**src/verilog/rx_err_pkg.sv**
```systemverilog
package rx_err_pkg;

   // Register byte addresses on the bus.
   localparam logic [7:0]  LBEM_ADDR       = 8'h18;
   localparam logic [7:0]  STATUS_ADDR     = 8'h1c;

   // Bit positions of the loopback, bypass and error mask register.
   localparam int          ALT_CARRIER_BIT = 6;
   localparam int          LOOP_TX_DIS_BIT = 5;
   localparam int          CODE_SEL_BIT    = 4;
   localparam int          EARLY_SEL_BIT   = 3;
   localparam int          LINK_EN_BIT     = 2;
   localparam int          PKT_EN_BIT      = 1;
   localparam logic [15:0] LBEM_RESET      = 16'h0020;
   localparam logic [15:0] LBEM_IMPL_MASK  = 16'h007f;

   // Bit positions of the status register.
   localparam int          ST_CRS_BIT      = 0;
   localparam int          ST_TXEN_BIT     = 1;
   localparam int          ST_FRAME_BIT    = 2;
   localparam int          ST_TIMEOUT_BIT  = 3;

   // Nibbles substituted on the receive data for each error kind.
   localparam logic [3:0]  CODE_ERR_ALT    = 4'h5;
   localparam logic [3:0]  DEFAULT_ERR     = 4'h6;
   localparam logic [3:0]  EARLY_ERR_ALT   = 4'h4;
   localparam logic [3:0]  LINK_ERR_VAL    = 4'h3;
   localparam logic [3:0]  TIMEOUT_ERR_VAL = 4'h2;

   // Packet timeout, a least time, rounded up to whole clock cycles.
   localparam int          CLK_PERIOD_NS   = 20;
   localparam int          PKT_TIMEOUT_NS  = 722000;
   localparam int          PKT_TIMEOUT_CYC = (PKT_TIMEOUT_NS + CLK_PERIOD_NS - 1) / CLK_PERIOD_NS;

   // Buffer word layout: data valid, error flag, nibble.
   localparam int          W_DV            = 5;
   localparam int          W_ER            = 4;
   localparam logic [1:0]  BUF_DEPTH       = 2'h2;

   typedef enum logic [1:0] {
      PE_OFF   = 2'b00,
      PE_DATA  = 2'b01,
      PE_IDLE1 = 2'b10,
      PE_GOT_T = 2'b11
   } pe_state_t;

endpackage : rx_err_pkg

```
**src/verilog/rx_error_crs_loopback_ctrl.sv**
```systemverilog
`timescale 1ns/1ns
// How it works
// - Alternate carrier select set in full duplex: carrier follows transmit, not reception.
// - Alternate carrier select clear in full duplex: carrier follows line reception only.
// - Loop transmit disable set (reset value) keeps line transmit off in loopback.
// - Loop transmit disable clear keeps line transmit on during loopback.
// - Internal loopback uses loop transmit disable to gate traffic onto the line.
// - Code error gives receive error with nibble 5h when selected, else 6h.
// - Premature end gives receive error with nibble 4h when selected, else 6h.
// - Two idle symbols before the T then R delimiter mean premature end.
// - Link error reported as 3h with receive error when enabled, else passed.
// - Packet timeout of 722 us reported as 2h when enabled, else passed.
module rx_error_crs_loopback_ctrl #(
   parameter int TIMEOUT_CYCLES = rx_err_pkg::PKT_TIMEOUT_CYC,
   parameter int CNT_W          = 16
) (
   input  wire logic        ref_clk_in,
   input  wire logic        rst_in,
   input  wire logic        wb_cyc_in,
   input  wire logic        wb_stb_in,
   input  wire logic        wb_we_in,
   input  wire logic [7:0]  wb_adr_in,
   input  wire logic [3:0]  wb_sel_in,
   input  wire logic [31:0] wb_dat_in,
   output logic      [31:0] wb_dat_out,
   output logic             wb_ack_out,
   input  wire logic        full_duplex_in,
   input  wire logic        tx_en_in,
   input  wire logic        rx_carrier_in,
   input  wire logic        int_loopback_in,
   input  wire logic        ext_loopback_in,
   output logic             crs_out,
   output logic             tx_line_enable_out,
   input  wire logic        rx_valid_in,
   output logic             rx_ready_out,
   input  wire logic [3:0]  rx_nibble_in,
   input  wire logic        rx_dv_in,
   input  wire logic        code_err_in,
   input  wire logic        link_err_in,
   input  wire logic        sym_idle_in,
   input  wire logic        sym_t_in,
   input  wire logic        sym_r_in,
   output logic             mii_valid_out,
   input  wire logic        mii_ready_in,
   output logic      [3:0]  mii_rxd_out,
   output logic             mii_rx_er_out,
   output logic             mii_rx_dv_out
);
   import rx_err_pkg::*;

   typedef struct packed {
      logic [15:0]      ctrl;
      logic [1:0][5:0]  mem;
      logic [1:0]       count;
      logic             rdy;
      logic             vld;
      pe_state_t        pe;
      logic             frame;
      logic [CNT_W-1:0] tcnt;
      logic             thit;
      logic             crs;
      logic             txen;
      logic             ack;
      logic [31:0]      rdata;
   } state_t;

   state_t     st;
   state_t     next_st;
   logic       in_fire;
   logic       pop;
   logic       early_end;
   logic [5:0] word;

   function automatic logic [3:0] pick(input logic sel, input logic [3:0] alt);
      pick = sel ? alt : DEFAULT_ERR;
   endfunction : pick

   always_comb begin
      next_st   = st;
      in_fire   = rx_valid_in && st.rdy;
      pop       = (st.count != 2'h0) && mii_ready_in;
      early_end = 1'b0;

      // Bus slave: one wait state, then ack for one cycle; writes land on the ack edge.
      next_st.ack = wb_cyc_in && wb_stb_in && !st.ack;
      if (wb_cyc_in && wb_stb_in && !st.ack) begin
         next_st.rdata = 32'h0;
         if (wb_adr_in[7:2] == LBEM_ADDR[7:2]) begin
            next_st.rdata[15:0] = st.ctrl;
         end else if (wb_adr_in[7:2] == STATUS_ADDR[7:2]) begin
            next_st.rdata[ST_CRS_BIT]     = st.crs;
            next_st.rdata[ST_TXEN_BIT]    = st.txen;
            next_st.rdata[ST_FRAME_BIT]   = st.frame;
            next_st.rdata[ST_TIMEOUT_BIT] = st.thit;
         end
      end
      // Bit 0 is kept as written; its value steers nothing.
      if (st.ack && wb_cyc_in && wb_stb_in && wb_we_in && wb_adr_in[7:2] == LBEM_ADDR[7:2] && wb_sel_in[0]) begin
         next_st.ctrl[7:0] = wb_dat_in[7:0] & LBEM_IMPL_MASK[7:0];
      end

      // Carrier sense; half duplex sees both directions.
      if (full_duplex_in) begin
         next_st.crs = st.ctrl[ALT_CARRIER_BIT] ? tx_en_in : rx_carrier_in;
      end else begin
         next_st.crs = tx_en_in || rx_carrier_in;
      end
      next_st.txen = !((int_loopback_in || ext_loopback_in) && st.ctrl[LOOP_TX_DIS_BIT]);

      // Packet timeout counts clock cycles while a frame is open.
      if (st.frame && !st.thit) begin
         if (st.tcnt == CNT_W'(TIMEOUT_CYCLES - 1)) begin
            next_st.thit = 1'b1;
         end else begin
            next_st.tcnt = st.tcnt + CNT_W'(1);
         end
      end

      // Premature end tracking over the accepted symbol stream.
      if (in_fire) begin
         next_st.frame = rx_dv_in;
         if (!rx_dv_in) begin
            next_st.tcnt = '0;
            next_st.thit = 1'b0;
         end
         case (st.pe)
            PE_OFF: begin
               if (rx_dv_in) begin
                  next_st.pe = PE_DATA;
               end
            end
            PE_DATA: begin
               if (sym_idle_in) begin
                  next_st.pe = PE_IDLE1;
               end else if (sym_t_in) begin
                  next_st.pe = PE_GOT_T;
               end
            end
            PE_IDLE1: begin
               if (sym_idle_in) begin
                  early_end  = 1'b1;
                  next_st.pe = PE_OFF;
               end else if (sym_t_in) begin
                  next_st.pe = PE_GOT_T;
               end else begin
                  next_st.pe = PE_DATA;
               end
            end
            PE_GOT_T: begin
               if (sym_r_in) begin
                  next_st.pe = PE_OFF;
               end else if (sym_idle_in) begin
                  next_st.pe = PE_IDLE1;
               end else begin
                  next_st.pe = PE_DATA;
               end
            end
            default: next_st.pe = PE_OFF;
         endcase
      end

      // Error substitution on the beat that carries the condition.
      word = {rx_dv_in, 1'b0, rx_nibble_in};
      if (code_err_in) begin
         word = {rx_dv_in, 1'b1, pick(st.ctrl[CODE_SEL_BIT], CODE_ERR_ALT)};
      end else if (early_end) begin
         word = {rx_dv_in, 1'b1, pick(st.ctrl[EARLY_SEL_BIT], EARLY_ERR_ALT)};
      end else if (link_err_in && st.ctrl[LINK_EN_BIT]) begin
         word = {rx_dv_in, 1'b1, LINK_ERR_VAL};
      end else if (st.thit && st.ctrl[PKT_EN_BIT]) begin
         word = {rx_dv_in, 1'b1, TIMEOUT_ERR_VAL};
      end

      // Two-entry buffer; the head word drives the receive outputs directly.
      if (pop) begin
         next_st.mem[0] = st.mem[1];
      end
      if (in_fire) begin
         next_st.mem[st.count - {1'b0, pop}] = word;
      end
      next_st.count = st.count + {1'b0, in_fire} - {1'b0, pop};
      next_st.rdy   = next_st.count != BUF_DEPTH;
      // The valid flag gets its own flop so that the output never glitches on a count change.
      next_st.vld   = next_st.count != 2'h0;

      if (rst_in) begin
         next_st       = '0;
         next_st.ctrl  = LBEM_RESET;
         next_st.pe    = PE_OFF;
         next_st.rdy   = 1'b1;
         next_st.txen  = 1'b1;
      end
   end

   always_ff @(posedge ref_clk_in) begin
      st <= next_st;
   end

   assign wb_dat_out         = st.rdata;
   assign wb_ack_out         = st.ack;
   assign crs_out            = st.crs;
   assign tx_line_enable_out = st.txen;
   assign rx_ready_out       = st.rdy;
   assign mii_valid_out      = st.vld;
   assign mii_rxd_out        = st.mem[0][3:0];
   assign mii_rx_er_out      = st.mem[0][W_ER];
   assign mii_rx_dv_out      = st.mem[0][W_DV];

   AST_ALT_CARRIER_TX: assert property (@(posedge ref_clk_in) disable iff (rst_in)
      (st.ctrl[ALT_CARRIER_BIT] && full_duplex_in) |=> (crs_out == $past(tx_en_in)))
      else $error("Alternate carrier sense does not follow transmit.");

   AST_CRS_RX_ONLY: assert property (@(posedge ref_clk_in) disable iff (rst_in)
      (!st.ctrl[ALT_CARRIER_BIT] && full_duplex_in && tx_en_in && !rx_carrier_in) |=> !crs_out)
      else $error("Carrier sense raised by transmit in full duplex.");

   AST_LOOP_TX_OFF: assert property (@(posedge ref_clk_in) disable iff (rst_in)
      (ext_loopback_in && st.ctrl[LOOP_TX_DIS_BIT]) |=> !tx_line_enable_out)
      else $error("Line transmit enabled during loopback while disabled.");

   AST_LOOP_TX_ON: assert property (@(posedge ref_clk_in) disable iff (rst_in)
      (ext_loopback_in && !st.ctrl[LOOP_TX_DIS_BIT]) |=> tx_line_enable_out)
      else $error("Line transmit off during loopback while enabled.");

   AST_INT_LOOP_GATE: assert property (@(posedge ref_clk_in) disable iff (rst_in)
      $rose(int_loopback_in) && !ext_loopback_in |=> (tx_line_enable_out == !$past(st.ctrl[LOOP_TX_DIS_BIT])))
      else $error("Internal loopback does not follow the transmit disable bit.");

   AST_CODE_ERR: assert property (@(posedge ref_clk_in) disable iff (rst_in)
      (in_fire && code_err_in && st.count == 2'h0) |=> (mii_valid_out && mii_rx_er_out &&
      mii_rxd_out == ($past(st.ctrl[CODE_SEL_BIT]) ? 4'h5 : 4'h6)))
      else $error("Code error nibble or receive error wrong.");

   AST_EARLY_END: assert property (@(posedge ref_clk_in) disable iff (rst_in)
      (st.pe == PE_IDLE1 && in_fire && sym_idle_in && !code_err_in && st.count == 2'h0) |=>
      (mii_rx_er_out && mii_rxd_out == ($past(st.ctrl[EARLY_SEL_BIT]) ? 4'h4 : 4'h6)))
      else $error("Premature end not reported after two idle symbols.");

   AST_LINK_PASS: assert property (@(posedge ref_clk_in) disable iff (rst_in)
      (in_fire && link_err_in && !code_err_in && !early_end && !st.thit && st.count == 2'h0) |=>
      (mii_rx_er_out == $past(st.ctrl[LINK_EN_BIT])) &&
      (mii_rxd_out == ($past(st.ctrl[LINK_EN_BIT]) ? 4'h3 : $past(rx_nibble_in))))
      else $error("Link error handling wrong.");

   AST_PKT_TIMEOUT: assert property (@(posedge ref_clk_in) disable iff (rst_in)
      $rose(st.thit) |-> ($past(st.tcnt) == CNT_W'(TIMEOUT_CYCLES - 1) && $past(st.frame)))
      else $error("Packet timeout flagged at the wrong count.");

   AST_BUF_FULL: assert property (@(posedge ref_clk_in) disable iff (rst_in)
      (st.count == 2'h2) |-> (!rx_ready_out ##1 (st.count != 2'h3)))
      else $error("Buffer accepts a word while full.");

   // Bus and reset checks guard the handshake that software relies on.
   // A stuck ack would hang every register access, so it is checked both ways.
   AST_ACK_PULSE: assert property (@(posedge ref_clk_in) disable iff (rst_in)
      wb_ack_out |=> !wb_ack_out)
      else $error("Bus ack held longer than one cycle.");

   AST_ACK_AFTER_REQ: assert property (@(posedge ref_clk_in) disable iff (rst_in)
      (wb_cyc_in && wb_stb_in && !wb_ack_out) |=> wb_ack_out)
      else $error("Bus request not acknowledged in the next cycle.");

   AST_WRITE_LANDS: assert property (@(posedge ref_clk_in) disable iff (rst_in)
      (wb_ack_out && wb_cyc_in && wb_stb_in && wb_we_in && wb_adr_in[7:2] == LBEM_ADDR[7:2] && wb_sel_in[0]) |=>
      (st.ctrl[6:0] == $past(wb_dat_in[6:0])))
      else $error("Control write did not land.");

   AST_RESET_STATE: assert property (@(posedge ref_clk_in)
      rst_in |=> (!wb_ack_out && tx_line_enable_out && rx_ready_out && !mii_valid_out && st.ctrl == LBEM_RESET))
      else $error("State after reset wrong.");

   AST_HALF_DUPLEX_CRS: assert property (@(posedge ref_clk_in) disable iff (rst_in)
      !full_duplex_in |=> (crs_out == ($past(tx_en_in) || $past(rx_carrier_in))))
      else $error("Half duplex carrier sense wrong.");

   AST_NO_LOOP_TX_ON: assert property (@(posedge ref_clk_in) disable iff (rst_in)
      (!int_loopback_in && !ext_loopback_in) |=> tx_line_enable_out)
      else $error("Line transmit off outside loopback.");

   AST_BUF_HOLD: assert property (@(posedge ref_clk_in) disable iff (rst_in)
      (mii_valid_out && !mii_ready_in) |=> (mii_valid_out && $stable(mii_rxd_out) && $stable(mii_rx_er_out)))
      else $error("Head word changed while stalled.");

   AST_READY_ROOM: assert property (@(posedge ref_clk_in) disable iff (rst_in)
      (st.count != 2'h2) |-> rx_ready_out)
      else $error("Ready low although the buffer has room.");

   AST_TIMEOUT_CLEAR: assert property (@(posedge ref_clk_in) disable iff (rst_in)
      (in_fire && !rx_dv_in) |=> (!st.thit && st.tcnt == '0))
      else $error("Timeout not cleared when the frame closed.");

   AST_T_R_CLOSES: assert property (@(posedge ref_clk_in) disable iff (rst_in)
      (st.pe == PE_GOT_T && in_fire && sym_r_in) |=> (st.pe == PE_OFF))
      else $error("End delimiter did not close the frame.");

   AST_PKT_REPORT: assert property (@(posedge ref_clk_in) disable iff (rst_in)
      (in_fire && st.thit && st.ctrl[PKT_EN_BIT] && !code_err_in && !early_end && !link_err_in &&
      st.count == 2'h0) |=> (mii_rx_er_out && mii_rxd_out == TIMEOUT_ERR_VAL))
      else $error("Packet timeout not reported.");

   AST_LINK_REPORT: assert property (@(posedge ref_clk_in) disable iff (rst_in)
      (in_fire && link_err_in && st.ctrl[LINK_EN_BIT] && !code_err_in && !early_end && st.count == 2'h0) |=>
      (mii_rx_er_out && mii_rxd_out == LINK_ERR_VAL))
      else $error("Link error not reported.");

endmodule : rx_error_crs_loopback_ctrl

```
**config.mk**
```make
export PLATFORM = sky130hd
export DESIGN_NAME = rx_error_crs_loopback_ctrl
export DESIGN_NICKNAME = d
export VERILOG_FILES = /design/src/verilog/rx_err_pkg.sv /design/src/verilog/rx_error_crs_loopback_ctrl.sv
export SDC_FILE = /design/constraint.sdc
export NUM_CORES = 1
export LEC_CHECK = 0
export ABC_CLOCK_PERIOD_IN_PS = 2500
export BUFFER_PORTS_ARGS = -buffer_cell sky130_fd_sc_hd__buf_2
export CAP_MARGIN = 20
export CELL_PAD_IN_SITES_DETAIL_PLACEMENT = 0
export CELL_PAD_IN_SITES_GLOBAL_PLACEMENT = 1
export CORE_ASPECT_RATIO = 0.75
export CORE_MARGIN = 8
export CORE_UTILIZATION = 31
export CTS_CLUSTER_SIZE = 24
export DETAILED_ROUTE_END_ITERATION = 12
export GPL_ROUTABILITY_DRIVEN = 0
export GPL_TIMING_DRIVEN = 0
export MAX_ROUTING_LAYER = met4
export PLACE_DENSITY = 0.75
export SYNTH_ARGS = -nofsm -noshare
export SYNTH_HDL_FRONTEND = slang
export SYNTH_SLANG_ARGS = --single-unit
```
**constraint.sdc**
```tcl
create_clock -name ref_clk_in -period 2.5 [get_ports ref_clk_in]
set_clock_uncertainty 0.15 [all_clocks]
set_input_delay 0.5 -clock ref_clk_in [delete_from_list [all_inputs] [get_ports ref_clk_in]]
set_output_delay 0.5 -clock ref_clk_in [all_outputs]
set_load 0.02 [all_outputs]
```
* After elaboration in Yosys (flattened, before gate mapping) *
Index checks and enable logic that the tools add are counted.

storage, ports and cells
  word-level logic and storage cells = 84
  register bits after elaboration = 62
  RAM bits = 0
  output and inout port bits = 43
  ROM bits = 0
  memories kept = 0
  input port bits = 66
  bits in latches = 0

cells by class
  div/mod/pow operators = 0
  bitwise gates (word level) = 0
  multiplexer cells = 32
  shift-type cells = 0
  multiply operators = 0
  equal/unequal tests = 9
  reductions and logical operators = 23
  order comparisons = 2
  add/sub/neg operators = 4

operators by type and width
  cell                     number
  $mux W17                 3
  $mux W5                  4
  $mux W2                  9
  $mux W6                  3
  $add A16 B1 Y16 const B  1
  $eq A16 B16 Y1 const B   1
  $mux W16                 1
  $logic_and A1 B1 Y1      14
  $bwmux W12               1
  $eq A6 B3 Y1 const B     2
  $mux W4                  2
  $pmux W2 S4              1
  $demux W6 S1             1
  $mux W1                  6
  $eq A2 B2 Y1 const B     2
  $ne A2 B2 Y1 const B     2
  $reduce_bool A2 Y1       2
  $sub A2 B1 Y2            2
  $logic_not A1 Y1         3
  $mux W3                  1
  $ne A3 B3 Y1 const B     1
  $reduce_and A3 Y1        1
  $add A2 B1 Y2            1
  $eq A2 B1 Y1 const B     1
  4 further kinds          5

* Depth between registers and ports, before layout *
  word-level depth = 9
  depth in mapped cells = 9
  mapped depth without buffers = 9

* Worst setup path after synthesis *
No wires, ideal clock.

  path type = input to register
  start point = input port mii_ready_in
  end point = register st, in the netlist mii_rxd_out[1]
  stages on the path = 8
  buffers on the path = 1
  setup time = 0.091 ns
  data arrival time = 2.147 ns
  required time = 2.259 ns
  setup slack = 0.112 ns
  path through = o21ai_1 inv_1 ha_1 xor2_1 or3b_1 buf_2 and3_1 a311oi_1

between the ends
  word-level cells in the longest chain between the ends = 8
  elaborated cells on any way between the ends = 10
  those cells by class = 1 x add/sub; 2 x order compare; 5 x mux; 2 x reduce/logical

RTL lines
  what                                                                       RTL line                           RTL
  from (decl)                                                                rx_error_crs_loopback_ctrl.sv:44   input wire logic mii_ready_in,
  $logic_and A1 B1 Y1 *                                                      rx_error_crs_loopback_ctrl.sv:81   pop = (st.count != 2'h0) && mii_ready_in;
  $sub A2 B1 Y2                                                              rx_error_crs_loopback_ctrl.sv:179  next_st.mem[st.count - {1'b0, pop}] = word;
  $ge A2 B1 Y1 (implied by the code) / $lt A2 B2 Y1 (equally long branches)  rx_error_crs_loopback_ctrl.sv:179
  $logic_and A1 B1 Y1 (implied by the code)                                  rx_error_crs_loopback_ctrl.sv:179
  $mux W6 (implied by the code)                                              rx_error_crs_loopback_ctrl.sv:179
  $demux W6 S1                                                               rx_error_crs_loopback_ctrl.sv:179
  $bwmux W12                                                                 rx_error_crs_loopback_ctrl.sv:179
  $mux W6 *                                                                  rx_error_crs_loopback_ctrl.sv:178  if (in_fire) begin
  to (signal assigned)                                                       rx_error_crs_loopback_ctrl.sv:196  st <= next_st;
  to (decl)                                                                  rx_error_crs_loopback_ctrl.sv:67   state_t st;

Mark *: on every way between the ends. The rest lies on a longest branch, timed or not.
A chain may end at the register's enable or synchronous reset.

* Worst setup path after layout *
  start point = register st, in the netlist rx_ready_out
  end point = register st, in the netlist mii_valid_out

between the ends
  word-level cells in the longest chain between the ends = 4

RTL lines
  what                 RTL line                           RTL
  $logic_and A1 B1 Y1  rx_error_crs_loopback_ctrl.sv:80   in_fire = rx_valid_in && st.rdy;
  $add A2 B1 Y2        rx_error_crs_loopback_ctrl.sv:181  next_st.count = st.count + {1'b0, in_fire} - {1'b0, pop};
  $sub A2 B1 Y2        rx_error_crs_loopback_ctrl.sv:181
  $reduce_bool A2 Y1   rx_error_crs_loopback_ctrl.sv:184  next_st.vld = next_st.count != 2'h0;

Every way passes these cells.

==> summary.txt <==
Final layout
  • Fillcell total: 875
  • Area occupied by registers: 1060 um2
  • Layout Nets: 466
  • Share of layout cells above drive strength 1: 27.2%
  • Synth-to-Final Area Change: 25.5%
  • Antenna cells: 0
  • Final Non-Filler Cells: 505
  • Multi-input logic area: 1400 um2

Logic synthesis
  • Share of the synthesized area in the top cell type: 39.4%
  • Most common cell in the netlist: dfxtp_1
  • Number of unique standard cell types used by synthesis: between 50 and 60
  • Top cells by count, synth: 53 x dfxtp_1, 36 x buf_4, 32 x nor2_1, 22 x nand2_1, 18 x a21oi_1
  • Ys flop type: dfxtp_1
  • Mean post-synth cell area: 8.65 um2
  • Post-Syn Area: 2690 um2
  • Synth warnings: 0
  • Syn Inst Count: 311
  • Flip-flop and latch count after synthesis: 53
  • Synth area leader: dfxtp_1
  • Number of enable flip-flop cells after synthesis: 0
  • Sequential area share after synthesis: 39.4%
  • Area contributors post-synth: dfxtp_1 39%, buf_4 10%, nor2_1 4.5%
  • Async SR Flop Fraction: 0%

Clock tree
  • CTS buffer count: 5
  • CTS tree: yes
  • CTS H-tree lvls: 2
  • CTS Root Cell: clkbuf_16
  • Sink Count: 53
  • Worst-skew pair later-pin latency: 0.29 ns
  • Reg clk slew, reported paths: ~0.070 ns
  • # hold bufs at CTS: 0
  • Clock Tree Buf Depth: 2

Flow run
  • Max cap viols: 0

Worst hold path
  • Worst Hold Class: in -> reg
  • Hold path start: full_duplex_in
  • Worst Hold Path Cells: 2
  • Hold endpoint: crs_out

Setup path
  • Worst R2R Setup Slack: about 0.25 ns
  • FF-to-FF End: mii_valid_out
  • Crit-path most repeated cell: ha_1
  • Cells along the critical path: nand2_1 > ha_1 > inv_1 > ha_1 > xor2_1 > and2_1 > nor3_1 > or2_2
  • Element type at the critical path start: flop
  • R2R Path Start: rx_ready_out
  • CP required: 2.52 ns
  • Critical Path End Type: flop
  • CP max stage cell: dfxtp_1
  • R2R cell count: 8
  • CP Data Arrival Time: 2.27 ns
  • Worst path bufs/invs: 1
  • Top cell family by delay on the critical path: simple AND/OR/NAND/NOR gates
  • Worst Path Class, Setup: reg -> reg
  • Max Fanout on Critical Path: 10
  • Crit path largest cell delay: 0.44 ns

STA
  • WHS: 0.245 ns
  • Fmax: approximately 450 MHz
  • Fin crit share: 89.8%
  • Hold Fails Final Rpt: 0
  • Actual slew at the worst max-slew pin: 0.855 ns
  • Fin worst setup slack: 0.254 ns
  • Period minus WS final: roughly 2.2 ns
  • RSZ-0062 raised after global routing: no
  • Slew Viols, Final: 0
  • Headroom to the max-slew limit: 42.2%
  • Setup violators final: 0

Die
  • Num rows: 29
  • Core Area: 8450 um2
  • Total Die Area: roughly 12000 um2
  • IO Pins: around 110
  • Die H: 96.7 um
  • Die width: about 120 um
  • Initial core utilization: 31.8%

Routing
  • Vias per std cell: 4.67
  • DR WL/cell: approximately 14 um
  • First-pass DRT Iterations: 4
  • Initial DRC count: a little under 100
  • Post-route ant nets: 0
  • DR DRC count: 0
  • Vias post-DR: about 2400
  • WL final: between 6000 and 7000 um

Global routing
  • Total track usage: roughly an eighth
  • Largest net degree at the start of global routing: 17
  • First-pass GRT wire length: ~11000 um
  • Total congestion overflow: 0
  • Number of global-route vias before repair: 2261
  • Initial antenna violation count: 0

Place
  • Setup slack at placement: -0.345 ns
  • Placed Instances: about 500
  • Count of port buffers added during placement: 52
  • Post-DP HPWL: 5430 um

Power and ir drop
  • Flop pwr share: between 30 and 40%
  • P_sw: approximately 880 uW
  • Leakage: 0.00143 uW
  • Sw frac: 32.3%
  • Clock power frac: 29.8%
  • Int Pwr: about 1800 uW
  • P per Cell Area: 805 nW/um2
  • Peak supply drop: 0.391 mV
  • Share of total power in combinational logic: 30.9%

Status
  • Status: complete, no violations
==> worst register-to-register path: stages (launching register included) <==
cell and delay (ns):
dfxtp_1 0.44, nand2_1 0.26, ha_1 0.36, inv_1 0.06, ha_1 0.14, xor2_1 0.17, and2_1 0.15, nor3_1 0.06
or2_2 0.35
==> per-layer routing <==
| layer | part of all wire [%] | global-route usage, % | vias to the layer above |
|---|---|---|---|
| met2 | 44 | 16.9 | 52 |
| met4 | 0.81 | 3.88 | 0 |
| li1 | - | - | 1214 |
| met5 | 0 | - | - |
| met3 | 5.5 | 2.03 | 4 |
| met1 | 50 | 16.5 | 1090 |
==> layout make-up <==
type,count,share of cell area (%)
clock buffers,6,4.11
multi-input cells,229,41.3
well taps,108,4.00
flip-flops and latches,53,31.4
repair buffers,54,8.08
clock inverters,2,1.11
inverters,9,1.00
plain buffers,44,8.93
==> sequential cells by signal (all words and copies together), names as in the netlist <==
register	cells
crs_out	1
mii_rx_er_out	1
mii_rxd_out	4
wb_dat_out	7
mii_rx_dv_out	1
tx_line_enable_out	1
wb_ack_out	1
st	35
rx_ready_out	1
mii_valid_out	1
==> cells in the final DEF, fill, tap and decap left out, types with 4 or more instances in the layout <==
| cell type | n |
|---|---|
| a21oi_1 | 18 |
| conb_1 | 25 |
| a211oi_1 | 4 |
| a221oi_1 | 4 |
| nand2b_1 | 4 |
| clkbuf_1 | 6 |
| or3_1 | 4 |
| nand4_1 | 4 |
| clkbuf_16 | 5 |
| nand2_1 | 22 |
| xnor2_1 | 9 |
| mux2i_1 | 11 |
| nor2_1 | 32 |
| nor3_1 | 11 |
| ha_1 | 4 |
| o21ai_0 | 11 |
| dfxtp_1 | 53 |
| inv_1 | 9 |
| buf_4 | 37 |
| nand3_1 | 11 |
| buf_2 | 54 |
==> power groups by stage <==
| stage | Sequential (uW) | Clock (uW) | Combinational, uW |
|---|---|---|---|
| 4_1_cts | 1070 | 828 | 834 |
| 2_1_floorplan | 1100 | 0 | 578 |
| 6_report | 1070 | 811 | 838 |
| 3_3_place_gp | 1070 | 0 | 811 |
| 5_1_grt | 1090 | 873 | 938 |
| 3_5_place_dp | 1080 | 0 | 824 |
==> kinds of logic after synthesis <==
group           share of synthesized area (%)
flops                                    39.4
simple gates                             25.0
mux                                      4.09
compound gates                           13.4
fa+ha+maj                                1.86
buf+inv                                  12.5
other cells                             0.139
xor+xnor                                 3.58
==> stage by stage <==
step | util [%] | power [uW] | instance area [um2] | setup TNS [ns]
final | 39.9 | 2720 | 3380 | 0
after global routing | 39.9 | 2900 | 3380 | 0
after CTS | 39.8 | 2730 | 3370 | 0
after detailed placement | 37.6 | 1900 | 3180 | -3.66
after global placement | 37.6 | 1890 | 3180 | -3.59
after floorplan | - | 1670 | 2780 | 0
==> what timing repair did <==
item,CTS,global route
resized for setup,2,0
setup buffers,0,1
pin swaps,0,1
setup endpoints to repair,15,3
==> how the worst max path moves through the flow <==
stage,slack [ns],to,start,cells past startpoint
final,0.25,mii_valid_out,rx_ready_out,8
after global routing,0.06,mii_valid_out,rx_ready_out,8
after floorplan,0.11,mii_rxd_out[1],mii_ready_in,8
after CTS,0.1,mii_rxd_out[1],st[57],8
after global placement,-0.36,mii_rxd_out[1],mii_ready_in,9
after detailed placement,-0.34,mii_rxd_out[1],mii_ready_in,9
(Power assumes the default switching activity.)
